**config.mk**
```make
export PLATFORM = sky130hd
export DESIGN_NAME = phase_shift_control_port
export DESIGN_NICKNAME = d
export VERILOG_FILES = /design/src/hdl/phase_shift_pkg.sv /design/src/hdl/pin_filter.sv /design/src/hdl/phase_shift_control_port.sv
export SDC_FILE = /design/constraint.sdc
export NUM_CORES = 1
export LEC_CHECK = 0
export ABC_AREA = 1
export BUFFER_PORTS_ARGS = -buffer_cell sky130_fd_sc_hd__buf_2
export CAP_MARGIN = 20
export CORE_MARGIN = 2
export CORE_UTILIZATION = 35
export CTS_CLUSTER_SIZE = 25
export DETAILED_ROUTE_END_ITERATION = 10
export PLACE_DENSITY = 0.57
export RECOVER_POWER = 50
export SLEW_MARGIN = 20
export SYNTH_ARGS = -nofsm -noshare
export SYNTH_HDL_FRONTEND = slang
export SYNTH_HIERARCHICAL = 1
export SYNTH_SLANG_ARGS = --single-unit
```
**constraint.sdc**
```tcl
create_clock -name I_CORE_CLK -period 2.4 [get_ports I_CORE_CLK]
set_input_delay 0.12 -clock I_CORE_CLK [delete_from_list [all_inputs] [get_ports I_CORE_CLK]]
set_output_delay 0.12 -clock I_CORE_CLK [all_outputs]
set_load 0.03 [all_outputs]
```
**src/hdl/phase_shift_pkg.sv**
```systemverilog
// Shared constants and types of the phase shift control port
package phase_shift_pkg;

    localparam int AXI_ADDR_W = 8;
    localparam int AXI_DATA_W = 32;
    localparam int PHASE_W = 6;
    localparam int BIT_CNT_W = 4;
    localparam int LATCH_CNT_W = 16;
    localparam int SYNC_W = 7;

    // Number of bits in one serial phase word
    localparam logic [BIT_CNT_W-1:0] WORD_BITS = 4'h6;
    localparam logic [BIT_CNT_W-1:0] BIT_CNT_MAX = 4'hF;

    // Timing: core clock period and least latch strobe spacing
    localparam int CORE_PERIOD_NS = 100;
    localparam int STROBE_SPACING_MIN_NS = 630;
    localparam int STROBE_SPACING_CYC_I =
        (STROBE_SPACING_MIN_NS + CORE_PERIOD_NS - 1) / CORE_PERIOD_NS;
    localparam int SPACING_CNT_W = 4;
    localparam logic [SPACING_CNT_W-1:0] STROBE_SPACING_CYC =
        SPACING_CNT_W'(STROBE_SPACING_CYC_I);

    // Register byte offsets
    localparam logic [AXI_ADDR_W-1:0] REG_CTRL = 8'h00;
    localparam logic [AXI_ADDR_W-1:0] REG_STATUS = 8'h04;
    localparam logic [AXI_ADDR_W-1:0] REG_FLAGS = 8'h08;
    localparam logic [AXI_ADDR_W-1:0] REG_LATCH_COUNT = 8'h0C;
    localparam logic [AXI_ADDR_W-1:0] REG_SHIFT = 8'h10;

    localparam logic [1:0] RESP_OKAY = 2'h0;
    localparam logic [1:0] RESP_SLVERR = 2'h2;

    // Three pins shared between serial and parallel use
    typedef struct packed {
        logic latch_or_bit3;
        logic sclk_or_bit2;
        logic sdata_or_bit1;
    } shared_ctrl_t;

    typedef struct packed {
        logic strict_count;
    } ctrl_t;

    localparam ctrl_t CTRL_RESET = 1'h0;

    typedef struct packed {
        logic short_word;
        logic spacing_err;
    } flags_t;

    localparam flags_t FLAGS_RESET = 2'h0;

    typedef struct packed {
        logic [BIT_CNT_W-1:0] bit_count;
        logic latch_level;
        logic serial_mode;
        logic [PHASE_W-1:0] phase;
    } status_t;

endpackage

```
**src/hdl/pin_filter.sv**
```systemverilog
// Three-stage synchroniser and agreement filter for asynchronous pins
`timescale 1ns/1ps
module pin_filter #(
    parameter int WIDTH = 1
) (
    input wire logic i_clk,
    input wire logic i_nrst,
    input wire logic [WIDTH-1:0] i_async,
    output logic [WIDTH-1:0] o_level
);

    logic [WIDTH-1:0] stage1;
    logic [WIDTH-1:0] stage2;
    logic [WIDTH-1:0] stage3;
    logic [WIDTH-1:0] level;
    logic [WIDTH-1:0] next_level;

    genvar g;
    generate
        for (g = 0; g < WIDTH; g++) begin : g_bit
            // A change counts only once stages two and three agree
            always_comb begin
                next_level[g] = (stage2[g] == stage3[g]) ? stage3[g] : level[g];
            end
        end
    endgenerate

    always_ff @(posedge i_clk or negedge i_nrst) begin
        if (!i_nrst) begin
            stage1 <= '0;
            stage2 <= '0;
            stage3 <= '0;
            level <= '0;
        end else begin
            stage1 <= i_async;
            stage2 <= stage1;
            stage3 <= stage2;
            level <= next_level;
        end
    end

    assign o_level = level;

endmodule

```
**src/hdl/phase_shift_control_port.sv**
```systemverilog
// Control port of a 6-bit phase shifter: serial and direct parallel modes
//
// Contract
// - A high serial_parallel_select turns the serial control interface on.
// - A latch_strobe rising edge after six bits moves the shifted word to the phase state.
// - Serial clock edges are ignored while latch_strobe is high.
// - serial_chain_out is serial_word_in delayed by six serial clock cycles.
// - A low serial_parallel_select disables the serial control interface.
// - In serial mode the shared pins act as latch_strobe, serial clock and serial_word_in.
// - In parallel mode the shared pins act as phase_bit_3, phase_bit_2 and phase_bit_1.
// - In serial mode the phase state holds while latch_strobe stays low.
// - In parallel mode the phase state follows the six phase bit inputs.
// - A low pin level reads as 0 and a high level as 1.
// - Phase bits one to six weigh 5.6 to 180 degrees, and all zeros is the reference.
`timescale 1ns/1ps
module phase_shift_control_port (
    input wire logic I_CORE_CLK,
    input wire logic I_NRST,
    input wire logic I_SERIAL_PARALLEL_SELECT,
    input wire phase_shift_pkg::shared_ctrl_t I_SHARED_CTRL,
    input wire logic [2:0] I_PHASE_BIT_HI,
    output logic [phase_shift_pkg::PHASE_W-1:0] O_PHASE_STATE,
    output logic O_SERIAL_CHAIN_OUT,
    input wire logic I_AWVALID,
    output logic O_AWREADY,
    input wire logic [phase_shift_pkg::AXI_ADDR_W-1:0] I_AWADDR,
    input wire logic I_WVALID,
    output logic O_WREADY,
    input wire logic [phase_shift_pkg::AXI_DATA_W-1:0] I_WDATA,
    input wire logic [3:0] I_WSTRB,
    output logic O_BVALID,
    input wire logic I_BREADY,
    output logic [1:0] O_BRESP,
    input wire logic I_ARVALID,
    output logic O_ARREADY,
    input wire logic [phase_shift_pkg::AXI_ADDR_W-1:0] I_ARADDR,
    output logic O_RVALID,
    input wire logic I_RREADY,
    output logic [phase_shift_pkg::AXI_DATA_W-1:0] O_RDATA,
    output logic [1:0] O_RRESP
);
    import phase_shift_pkg::*;

    // Pin synchronisation
    logic [SYNC_W-1:0] pins_raw;
    logic [SYNC_W-1:0] pins_flt;
    logic sel_f;
    shared_ctrl_t shared_f;
    logic [2:0] hi_f;

    assign pins_raw = {I_SERIAL_PARALLEL_SELECT, I_SHARED_CTRL, I_PHASE_BIT_HI};

    // Pin levels taken as plain 0 and 1 after filtering
    pin_filter #(
        .WIDTH(SYNC_W)
    ) u_pin_filter (
        .i_clk(I_CORE_CLK),
        .i_nrst(I_NRST),
        .i_async(pins_raw),
        .o_level(pins_flt)
    );

    assign sel_f = pins_flt[6];
    assign shared_f = pins_flt[5:3];
    assign hi_f = pins_flt[2:0];

    // Port core state
    logic sclk_prev;
    logic latch_prev;
    logic [PHASE_W-1:0] shift;
    logic [PHASE_W-1:0] phase;
    logic [BIT_CNT_W-1:0] bit_count;
    logic [SPACING_CNT_W-1:0] spacing_cnt;
    logic [LATCH_CNT_W-1:0] latch_count;
    ctrl_t ctrl;
    flags_t flags;

    logic next_sclk_prev;
    logic next_latch_prev;
    logic [PHASE_W-1:0] next_shift;
    logic [PHASE_W-1:0] next_phase;
    logic [BIT_CNT_W-1:0] next_bit_count;
    logic [SPACING_CNT_W-1:0] next_spacing_cnt;
    logic [LATCH_CNT_W-1:0] next_latch_count;
    ctrl_t next_ctrl;
    flags_t next_flags;

    // Bus write side effects, produced by the bus logic below
    logic wr_fire;
    logic [AXI_ADDR_W-1:0] wr_addr;
    logic [AXI_DATA_W-1:0] wr_data;
    logic [3:0] wr_strb;

    logic serial_mode;
    logic sclk_rise;
    logic latch_rise;
    logic latch_ok;
    flags_t flag_set;
    flags_t flag_clr;

    always_comb begin
        serial_mode = sel_f;
        // Shared pins carry strobe, clock and data in serial mode
        sclk_rise = shared_f.sclk_or_bit2 & ~sclk_prev;
        latch_rise = shared_f.latch_or_bit3 & ~latch_prev;
        latch_ok = !ctrl.strict_count || (bit_count >= WORD_BITS);

        next_sclk_prev = shared_f.sclk_or_bit2;
        next_latch_prev = shared_f.latch_or_bit3;
        next_shift = shift;
        next_phase = phase;
        next_bit_count = bit_count;
        next_latch_count = latch_count;
        next_spacing_cnt = (spacing_cnt != '0) ? spacing_cnt - 1'b1 : spacing_cnt;
        flag_set = FLAGS_RESET;

        if (serial_mode) begin
            // Clock edges while the strobe is high are masked
            if (sclk_rise && !shared_f.latch_or_bit3) begin
                // First bit in travels to the top, so it ends as bit six
                next_shift = {shift[PHASE_W-2:0], shared_f.sdata_or_bit1};
                if (bit_count != BIT_CNT_MAX) begin
                    next_bit_count = bit_count + 1'b1;
                end
            end
            // Phase moves only on a strobe rise, otherwise it holds
            if (latch_rise) begin
                if (latch_ok) begin
                    next_phase = shift;
                    next_latch_count = latch_count + 1'b1;
                end else begin
                    flag_set.short_word = 1'b1;
                end
                next_bit_count = '0;
                // Strobes closer than the least spacing are reported
                if (spacing_cnt != '0) begin
                    flag_set.spacing_err = 1'b1;
                end
                next_spacing_cnt = STROBE_SPACING_CYC - 1'b1;
            end
        end else begin
            // Parallel mode: pins map straight onto the phase bits
            next_phase = {hi_f, shared_f.latch_or_bit3, shared_f.sclk_or_bit2,
                shared_f.sdata_or_bit1};
            next_bit_count = '0;
        end

        next_ctrl = ctrl;
        flag_clr = FLAGS_RESET;
        if (wr_fire && wr_strb[0]) begin
            if (wr_addr == REG_CTRL) begin
                next_ctrl = wr_data[$bits(ctrl_t)-1:0];
            end
            if (wr_addr == REG_FLAGS) begin
                flag_clr = wr_data[$bits(flags_t)-1:0];
            end
        end
        // A flag set in the clearing cycle survives
        next_flags = (flags & ~flag_clr) | flag_set;
    end

    always_ff @(posedge I_CORE_CLK or negedge I_NRST) begin
        if (!I_NRST) begin
            sclk_prev <= 1'b0;
            latch_prev <= 1'b0;
            shift <= '0;
            phase <= '0;
            bit_count <= '0;
            spacing_cnt <= '0;
            latch_count <= '0;
            ctrl <= CTRL_RESET;
            flags <= FLAGS_RESET;
        end else begin
            sclk_prev <= next_sclk_prev;
            latch_prev <= next_latch_prev;
            shift <= next_shift;
            phase <= next_phase;
            bit_count <= next_bit_count;
            spacing_cnt <= next_spacing_cnt;
            latch_count <= next_latch_count;
            ctrl <= next_ctrl;
            flags <= next_flags;
        end
    end

    assign O_PHASE_STATE = phase;
    // Last stage of the six-stage shift register
    assign O_SERIAL_CHAIN_OUT = shift[PHASE_W-1];

    // AXI4-Lite write channel
    logic aw_got;
    logic w_got;
    logic awready;
    logic wready;
    logic bvalid;
    logic [1:0] bresp;
    logic [AXI_ADDR_W-1:0] aw_addr;
    logic [AXI_DATA_W-1:0] w_data;
    logic [3:0] w_strb;

    logic next_aw_got;
    logic next_w_got;
    logic next_awready;
    logic next_wready;
    logic next_bvalid;
    logic [1:0] next_bresp;
    logic [AXI_ADDR_W-1:0] next_aw_addr;
    logic [AXI_DATA_W-1:0] next_w_data;
    logic [3:0] next_w_strb;
    logic wr_mapped;

    assign wr_fire = aw_got && w_got && !bvalid;
    assign wr_addr = aw_addr;
    assign wr_data = w_data;
    assign wr_strb = w_strb;

    always_comb begin
        next_aw_got = aw_got;
        next_w_got = w_got;
        next_awready = awready;
        next_wready = wready;
        next_bvalid = bvalid;
        next_bresp = bresp;
        next_aw_addr = aw_addr;
        next_w_data = w_data;
        next_w_strb = w_strb;
        wr_mapped = (aw_addr == REG_CTRL) || (aw_addr == REG_STATUS) ||
            (aw_addr == REG_FLAGS) || (aw_addr == REG_LATCH_COUNT) ||
            (aw_addr == REG_SHIFT);

        if (I_AWVALID && awready) begin
            next_aw_got = 1'b1;
            next_awready = 1'b0;
            next_aw_addr = I_AWADDR;
        end
        if (I_WVALID && wready) begin
            next_w_got = 1'b1;
            next_wready = 1'b0;
            next_w_data = I_WDATA;
            next_w_strb = I_WSTRB;
        end
        if (wr_fire) begin
            next_aw_got = 1'b0;
            next_w_got = 1'b0;
            next_bvalid = 1'b1;
            next_bresp = wr_mapped ? RESP_OKAY : RESP_SLVERR;
        end
        if (bvalid && I_BREADY) begin
            next_bvalid = 1'b0;
            next_bresp = RESP_OKAY;
            next_awready = 1'b1;
            next_wready = 1'b1;
        end
    end

    always_ff @(posedge I_CORE_CLK or negedge I_NRST) begin
        if (!I_NRST) begin
            aw_got <= 1'b0;
            w_got <= 1'b0;
            awready <= 1'b1;
            wready <= 1'b1;
            bvalid <= 1'b0;
            bresp <= RESP_OKAY;
            aw_addr <= '0;
            w_data <= '0;
            w_strb <= '0;
        end else begin
            aw_got <= next_aw_got;
            w_got <= next_w_got;
            awready <= next_awready;
            wready <= next_wready;
            bvalid <= next_bvalid;
            bresp <= next_bresp;
            aw_addr <= next_aw_addr;
            w_data <= next_w_data;
            w_strb <= next_w_strb;
        end
    end

    assign O_AWREADY = awready;
    assign O_WREADY = wready;
    assign O_BVALID = bvalid;
    assign O_BRESP = bresp;

    // AXI4-Lite read channel
    typedef enum logic [0:0] {
        RD_IDLE = 1'b0,
        RD_DATA = 1'b1
    } rd_state_t;

    rd_state_t rd_state;
    rd_state_t next_rd_state;
    logic arready;
    logic rvalid;
    logic [AXI_DATA_W-1:0] rdata;
    logic [1:0] rresp;
    logic next_arready;
    logic next_rvalid;
    logic [AXI_DATA_W-1:0] next_rdata;
    logic [1:0] next_rresp;
    status_t status;

    always_comb begin
        status.bit_count = bit_count;
        status.latch_level = shared_f.latch_or_bit3;
        status.serial_mode = serial_mode;
        status.phase = phase;

        next_rd_state = rd_state;
        next_arready = arready;
        next_rvalid = rvalid;
        next_rdata = rdata;
        next_rresp = rresp;

        unique case (rd_state)
            RD_IDLE: begin
                if (I_ARVALID) begin
                    next_rd_state = RD_DATA;
                    next_arready = 1'b0;
                    next_rvalid = 1'b1;
                    next_rresp = RESP_OKAY;
                    next_rdata = '0;
                    unique case (I_ARADDR)
                        REG_CTRL: next_rdata[$bits(ctrl_t)-1:0] = ctrl;
                        REG_STATUS: next_rdata[$bits(status_t)-1:0] = status;
                        REG_FLAGS: next_rdata[$bits(flags_t)-1:0] = flags;
                        REG_LATCH_COUNT: next_rdata[LATCH_CNT_W-1:0] = latch_count;
                        REG_SHIFT: next_rdata[PHASE_W-1:0] = shift;
                        default: next_rresp = RESP_SLVERR;
                    endcase
                end
            end
            RD_DATA: begin
                if (I_RREADY) begin
                    next_rd_state = RD_IDLE;
                    next_arready = 1'b1;
                    next_rvalid = 1'b0;
                    next_rdata = '0;
                    next_rresp = RESP_OKAY;
                end
            end
        endcase
    end

    always_ff @(posedge I_CORE_CLK or negedge I_NRST) begin
        if (!I_NRST) begin
            rd_state <= RD_IDLE;
            arready <= 1'b1;
            rvalid <= 1'b0;
            rdata <= '0;
            rresp <= RESP_OKAY;
        end else begin
            rd_state <= next_rd_state;
            arready <= next_arready;
            rvalid <= next_rvalid;
            rdata <= next_rdata;
            rresp <= next_rresp;
        end
    end

    assign O_ARREADY = arready;
    assign O_RVALID = rvalid;
    assign O_RDATA = rdata;
    assign O_RRESP = rresp;

endmodule

```
### Word-level counts from Yosys, hierarchy flattened

Index checks and enable logic that the tools add are counted.
W data, S select, Z words.

| operators by class | value |
|---|---|
| $add $sub $neg | 3 |
| multipliers | 0 |
| divide/modulo/power cells | 0 |
| order comparisons | 1 |
| equal/unequal tests | 22 |
| shift-type cells | 0 |
| multiplexer cells | 50 |
| bitwise operators | 8 |
| reduce and logical (&&, ||, !) cells | 30 |

Operators by type and width:

| kind | count |
|---|---|
| $mux W32 | 2 |
| $pmux W32 S2 | 1 |
| $eq A8 B4 Y1 const B | 4 |
| $mux W4 | 8 |
| $mux W2 | 10 |
| $mux W1 | 18 |
| $mux W6 | 3 |
| $add A16 B1 Y16 const B | 1 |
| $eq A8 B3 Y1 const B | 2 |
| $eq A8 B5 Y1 const B | 2 |
| $logic_not A8 Y1 | 2 |
| $pmux W4 S3 | 1 |
| $pmux W6 S2 | 1 |
| $reduce_and A2 Y1 | 5 |
| $reduce_bool A2 Y1 | 5 |
| $ne A2 B2 Y1 const B | 4 |
| $eq A1 B1 Y1 | 7 |
| $logic_and A1 B1 Y1 | 7 |
| $ne A3 B3 Y1 const B | 2 |
| $pmux W1 S2 | 3 |
| $logic_or A1 B1 Y1 | 5 |
| $pmux W1 S5 | 1 |
| $reduce_or A5 Y1 | 1 |
| $add A4 B1 Y4 const B | 1 |
| 13 further kinds | 18 |

| storage, ports and cells | value |
|---|---|
| flip-flop bits (word level) | 124 |
| bits in latches | 0 |
| RAM bits | 0 |
| memory bits (read-only) | 0 |
| input bits | 66 |
| output and inout bits | 48 |
| memories | 0 |

### Depth between registers and ports, before layout

| depth | value |
|---|---|
| depth after elaboration | 8 |
| mapped depth | 9 |

### Hierarchy

Netlist, hierarchy kept.

By module, submodules not included:

| module | instances | cells an instance | area each (um2) | seq. area each (um2) |
|---|---|---|---|---|
| phase_shift_control_port | 1 | 486 | 4001.3 | 1955.6 |
| pin_filter | 1 | 56 | 814.5 | 700.7 |

### Worst setup path after synthesis

OpenSTA, ideal clock, no wires.

| timing | value |
|---|---|
| path kind | register -> register |
| start point | register bit_count[0] |
| end point | register latch_count[13] |
| setup time | 0.119 ns |
| arrival | 1.266 ns |
| required time | 2.281 ns |
| slack | 1.015 ns |
| cell stages (with the launch flop) | 10 |
| clock period less this slack | 1.385 ns |
| cells stage by stage | dfrtp_1 -> inv_1 -> ha_1 -> nand2_1 -> nand4_2 -> nand2_4 -> inv_4 -> buf_6 -> nand2_1 -> o21ai_2 |

| between the ends | value |
|---|---|
| word-level cells in the longest chain between the ends | 3 |

RTL lines:

| what | line | source |
|---|---|---|
| from (decl) | phase_shift_control_port.sv:72 | `logic [BIT_CNT_W-1:0] bit_count;` |
| from (signal assigned) | phase_shift_control_port.sv:178 | `bit_count <= next_bit_count;` |
| $ge A4 B3 Y1 | phase_shift_control_port.sv:106 | `latch_ok = !ctrl.strict_count \|\| (bit_count >= WORD_BITS);` |
| $logic_or A1 B1 Y1 | phase_shift_control_port.sv:106 |  |
| $reduce_and A3 Y1 (no line) | n/a |  |
| to (signal assigned) | phase_shift_control_port.sv:180 | `latch_count <= next_latch_count;` |
| to (decl) | phase_shift_control_port.sv:74 | `logic [LATCH_CNT_W-1:0] latch_count;` |

No other way between the ends.
A chain may end at the register's enable or synchronous reset.

==> impl_metrics.py <==
metrics = {
    "outcome": {
        "status": "complete, but fails checks",
        "violations": "max-capacitance violations, max-slew violations",
    },
    "logic_synthesis": {
        "netlist_instances": 542,
        "syn_area_um2": 4816,
        "synth_area_per_cell_um2": 8.885,
        "synth_area_leaders": "dfrtp_1, nand2_1, nand3_1",
        "ys_seq_elements": 106,
        "yosysSeqAreaShare_pct": 55.16,
        "ys_warn_count": 6,
        "synth_top_area_share_pct": 53.52,
        "synth.distinct_cells": 38,
        "yosysTopAreaCell": "dfrtp_1",
    },
    "timing": {
        "rsz0062_at_grt": "no",
        "setup_viol": 0,
        "fmax_ghz": 0.5730,
        "post-route-period-util_pct": 72.72,
        "hold_viol_final": 0,
        "slew_violations": 27,
        "maxSlewHeadroom_pct": -3.412,
        "fin_skew_ns": 0.009426,
        "tightest_slew_ns": 1.551,
        "setup_slack_ns": 0.6548,
        "finalCriticalPeriod_ns": 1.745,
        "whs_ns": 0.2170,
        "finalSetupTns_ns": 0,
    },
    "power_and_ir_drop": {
        "p_seq_share_pct": 48.2,
        "power_switching_w": 0.001652,
        "p_per_area_nw_per_um2": 853.4,
        "p_leak_nw": 2.869,
        "design_power_total_w": 0.004962,
        "combinationalPowerShare_pct": 21.2,
        "p_int_w": 0.003310,
        "switching_share_pct": 33.29,
        "ir_drop_mv": 0.5338,
        "clkPwrFrac_pct": 30.6,
    },
    "job": {
        "max_cap_violations": 1,
    },
    "floorplanning": {
        "core_um2": 13350,
        "die_area_um2": 14710,
        "chipWidth_um": 121.3,
        "num_rows": 42,
        "die_h_um": 121.3,
        "ioPinCount": 114,
        "initial_core_util_pct": 36.08,
    },
    "critical_path": {
        "timing.rr.start": "u_pin_filter/o_level[6]$_DFFE_PN0N_",
        "endpoint_kind": "asynchronous set/reset pin",
        "worst_r2r_endpoint": "latch_count[2]$_DFFE_PN0P_",
        "reg2reg_depth": 6,
        "worstSetupPathType": "in -> async",
        "cp.arrival_ns": 2.26,
        "cp-start-kind": "primary input",
        "crit_fanout": 27,
        "required_ns": 2.92,
        "rrSetupSlack_ns": 0.79,
    },
    "place": {
        "place_inst": 777,
        "gp_congestion": 0.8368,
        "post-dp-hpwl_um": 7499,
        "post-place-ws_ns": 0.7773,
        "numPortBuffers": 62,
    },
    "final_layout": {
        "final_cells": 816,
        "antennaDiodeCount": 0,
        "drive_above_1_share_pct": 17.50,
        "final_common_cell": "nand2_1",
        "layout_common_cells": "nand2_1, dfrtp_1, buf_2",
        "areaGrowthSynthToFinish_pct": 20.73,
        "fin_nets": 705,
    },
    "detailed_routing": {
        "dr.pass1.iters": 5,
        "via_per_inst": 4.527,
        "wire_per_inst_um": 12.42,
        "detail-route-antenna-nets": 0,
        "dr_total_vias": 3694,
        "drc": 0,
        "routed_wl_um": 10140,
        "drtIter0Drc": 220,
    },
    "clocking": {
        "root_buffer": "clkbuf_16",
        "cts_setup_buffers": 0,
        "cts_tree": "done",
        "htree_levels": 3,
        "clk_latency_ns": 0.36,
        "path_clk_slew_ns": 0.07,
        "clock_sinks": 106,
        "clk_path_buf_depth": 2,
        "cts_made_buffers": 9,
    },
    "global_routing": {
        "grt_max_degree": 37,
        "grt_pass1_wl_um": 17370,
        "antenna_found_initial": 0,
        "grt_remaining_overflow": 0,
        "grt_pass1_vias": 3684,
        "grt_usage_pct": 15.19,
    },
    "worst_hold_path": {
        "hold_path_end": "O_RVALID$_DFFE_PN0P_",
        "hp-class": "in -> reg",
        "holdPathStages": 3,
        "hold_start": "I_ARVALID",
    },
}
-- area by class of cell --
type / count / area, µm²
Fill cell: 1341 / 7533
Tap cell: 176 / 220.2
Clock inverter: 7 / 85.08
Inverter: 60 / 230.2
Timing Repair Buffer: 88 / 574.3
Multi-Input combinational cell: 370 / 1823
Sequential cell: 106 / 2656
Clock buffer: 9 / 225.2
-- worst max-delay path: stages --
cell and delay (ns):
dlygate4sd3_1 0.52, clkbuf_1 1.12, buf_4 0.49
-- per-stage QoR --
stage	area [µm²]	utilization (%)
2_1_floorplan	4880	-
3_3_place_gp	5280	39.56
3_5_place_dp	5280	39.56
4_1_cts	5821	43.61
5_1_grt	5814	43.56
6_report	5814	43.56
-- worst max path at each step --
stage | from | to | depth (start not counted)
floorplan | bit_count[0]$_DFFE_PN0P_ | latch_count[13]$_DFFE_PN0P_ | 9
global placement | bit_count[0]$_DFFE_PN0P_ | O_PHASE_STATE[5]$_DFFE_PN0P_ | 8
detailed placement | u_pin_filter/o_level[6]$_DFFE_PN0N_ | latch_count[2]$_DFFE_PN0P_ | 6
CTS | u_pin_filter/o_level[6]$_DFFE_PN0N_ | latch_count[2]$_DFFE_PN0P_ | 6
global route | I_NRST | latch_count[13]$_DFFE_PN0P_ | 3
finish | I_NRST | latch_count[13]$_DFFE_PN0P_ | 3
-- cells by family (layout without fill, tap and decap cells) --
group	count (synthesis)	after routing	synth area share [%]
compound gates	61	61	6.911
xor+xnor	11	11	2.001
fa+ha+maj	4	4	1.039
buf+inv	83	164	8.262
flops	106	106	55.16
mux	4	4	0.9352
other cells	1	18	0.07787
simple gates	272	272	25.62
-- sequential cells by signal, summed over array words and instances (netlist names), 2 cells and up --
name and count:
O_RDATA 16, w_data 2, shift 6, aw_addr 8, O_PHASE_STATE 6, u_pin_filter/stage1 7, spacing_cnt 4, flags 2
u_pin_filter/stage2 7, bit_count 4, latch_count 16, u_pin_filter/stage3 7, u_pin_filter/o_level 7
-- routing by layer --
| layer | GRT usage, % | vias to the layer above | routed length, µm |
|---|---|---|---|
| met4 | 5.603 | 0 | 198 |
| met2 | 25.39 | 67 | 4971 |
| met5 | 0 | - | 0 |
| li1 | - | 1887 | - |
| met1 | 18.67 | 1727 | 4568 |
| met3 | 4.323 | 13 | 397 |
-- Yosys cell counts (all sizes together) --
library cell / n
a21oi: 15
buf: 22
clkbuf: 1
conb: 1
dfrtp: 103
dfstp: 3
ha: 4
inv: 60
mux2: 4
nand2: 149
nand3: 45
nand3b: 1
nand4: 9
nor2: 53
nor3: 14
nor3b: 1
o211ai: 4
o21a: 1
o21ai: 37
o21bai: 1
o22ai: 2
o31ai: 1
xnor2: 3
xor2: 8
-- power by group through the flow --
stage / clock network (W) / registers [W] / logic [W]
6_report: 0.00152 / 0.00239 / 0.00105
5_1_grt: 0.00165 / 0.00244 / 0.00120
4_1_cts: 0.00158 / 0.00239 / 0.00107
3_5_place_dp: 0 / 0.00243 / 0.00103
3_3_place_gp: 0 / 0.00241 / 0.000989
2_1_floorplan: 0 / 0.00248 / 0.000642
-- timing repair --
action	in CTS	in global routing
hold endpoints to repair	46	0
resized for setup	0	0
hold buffers	23	0
(Power assumes the default switching activity.)
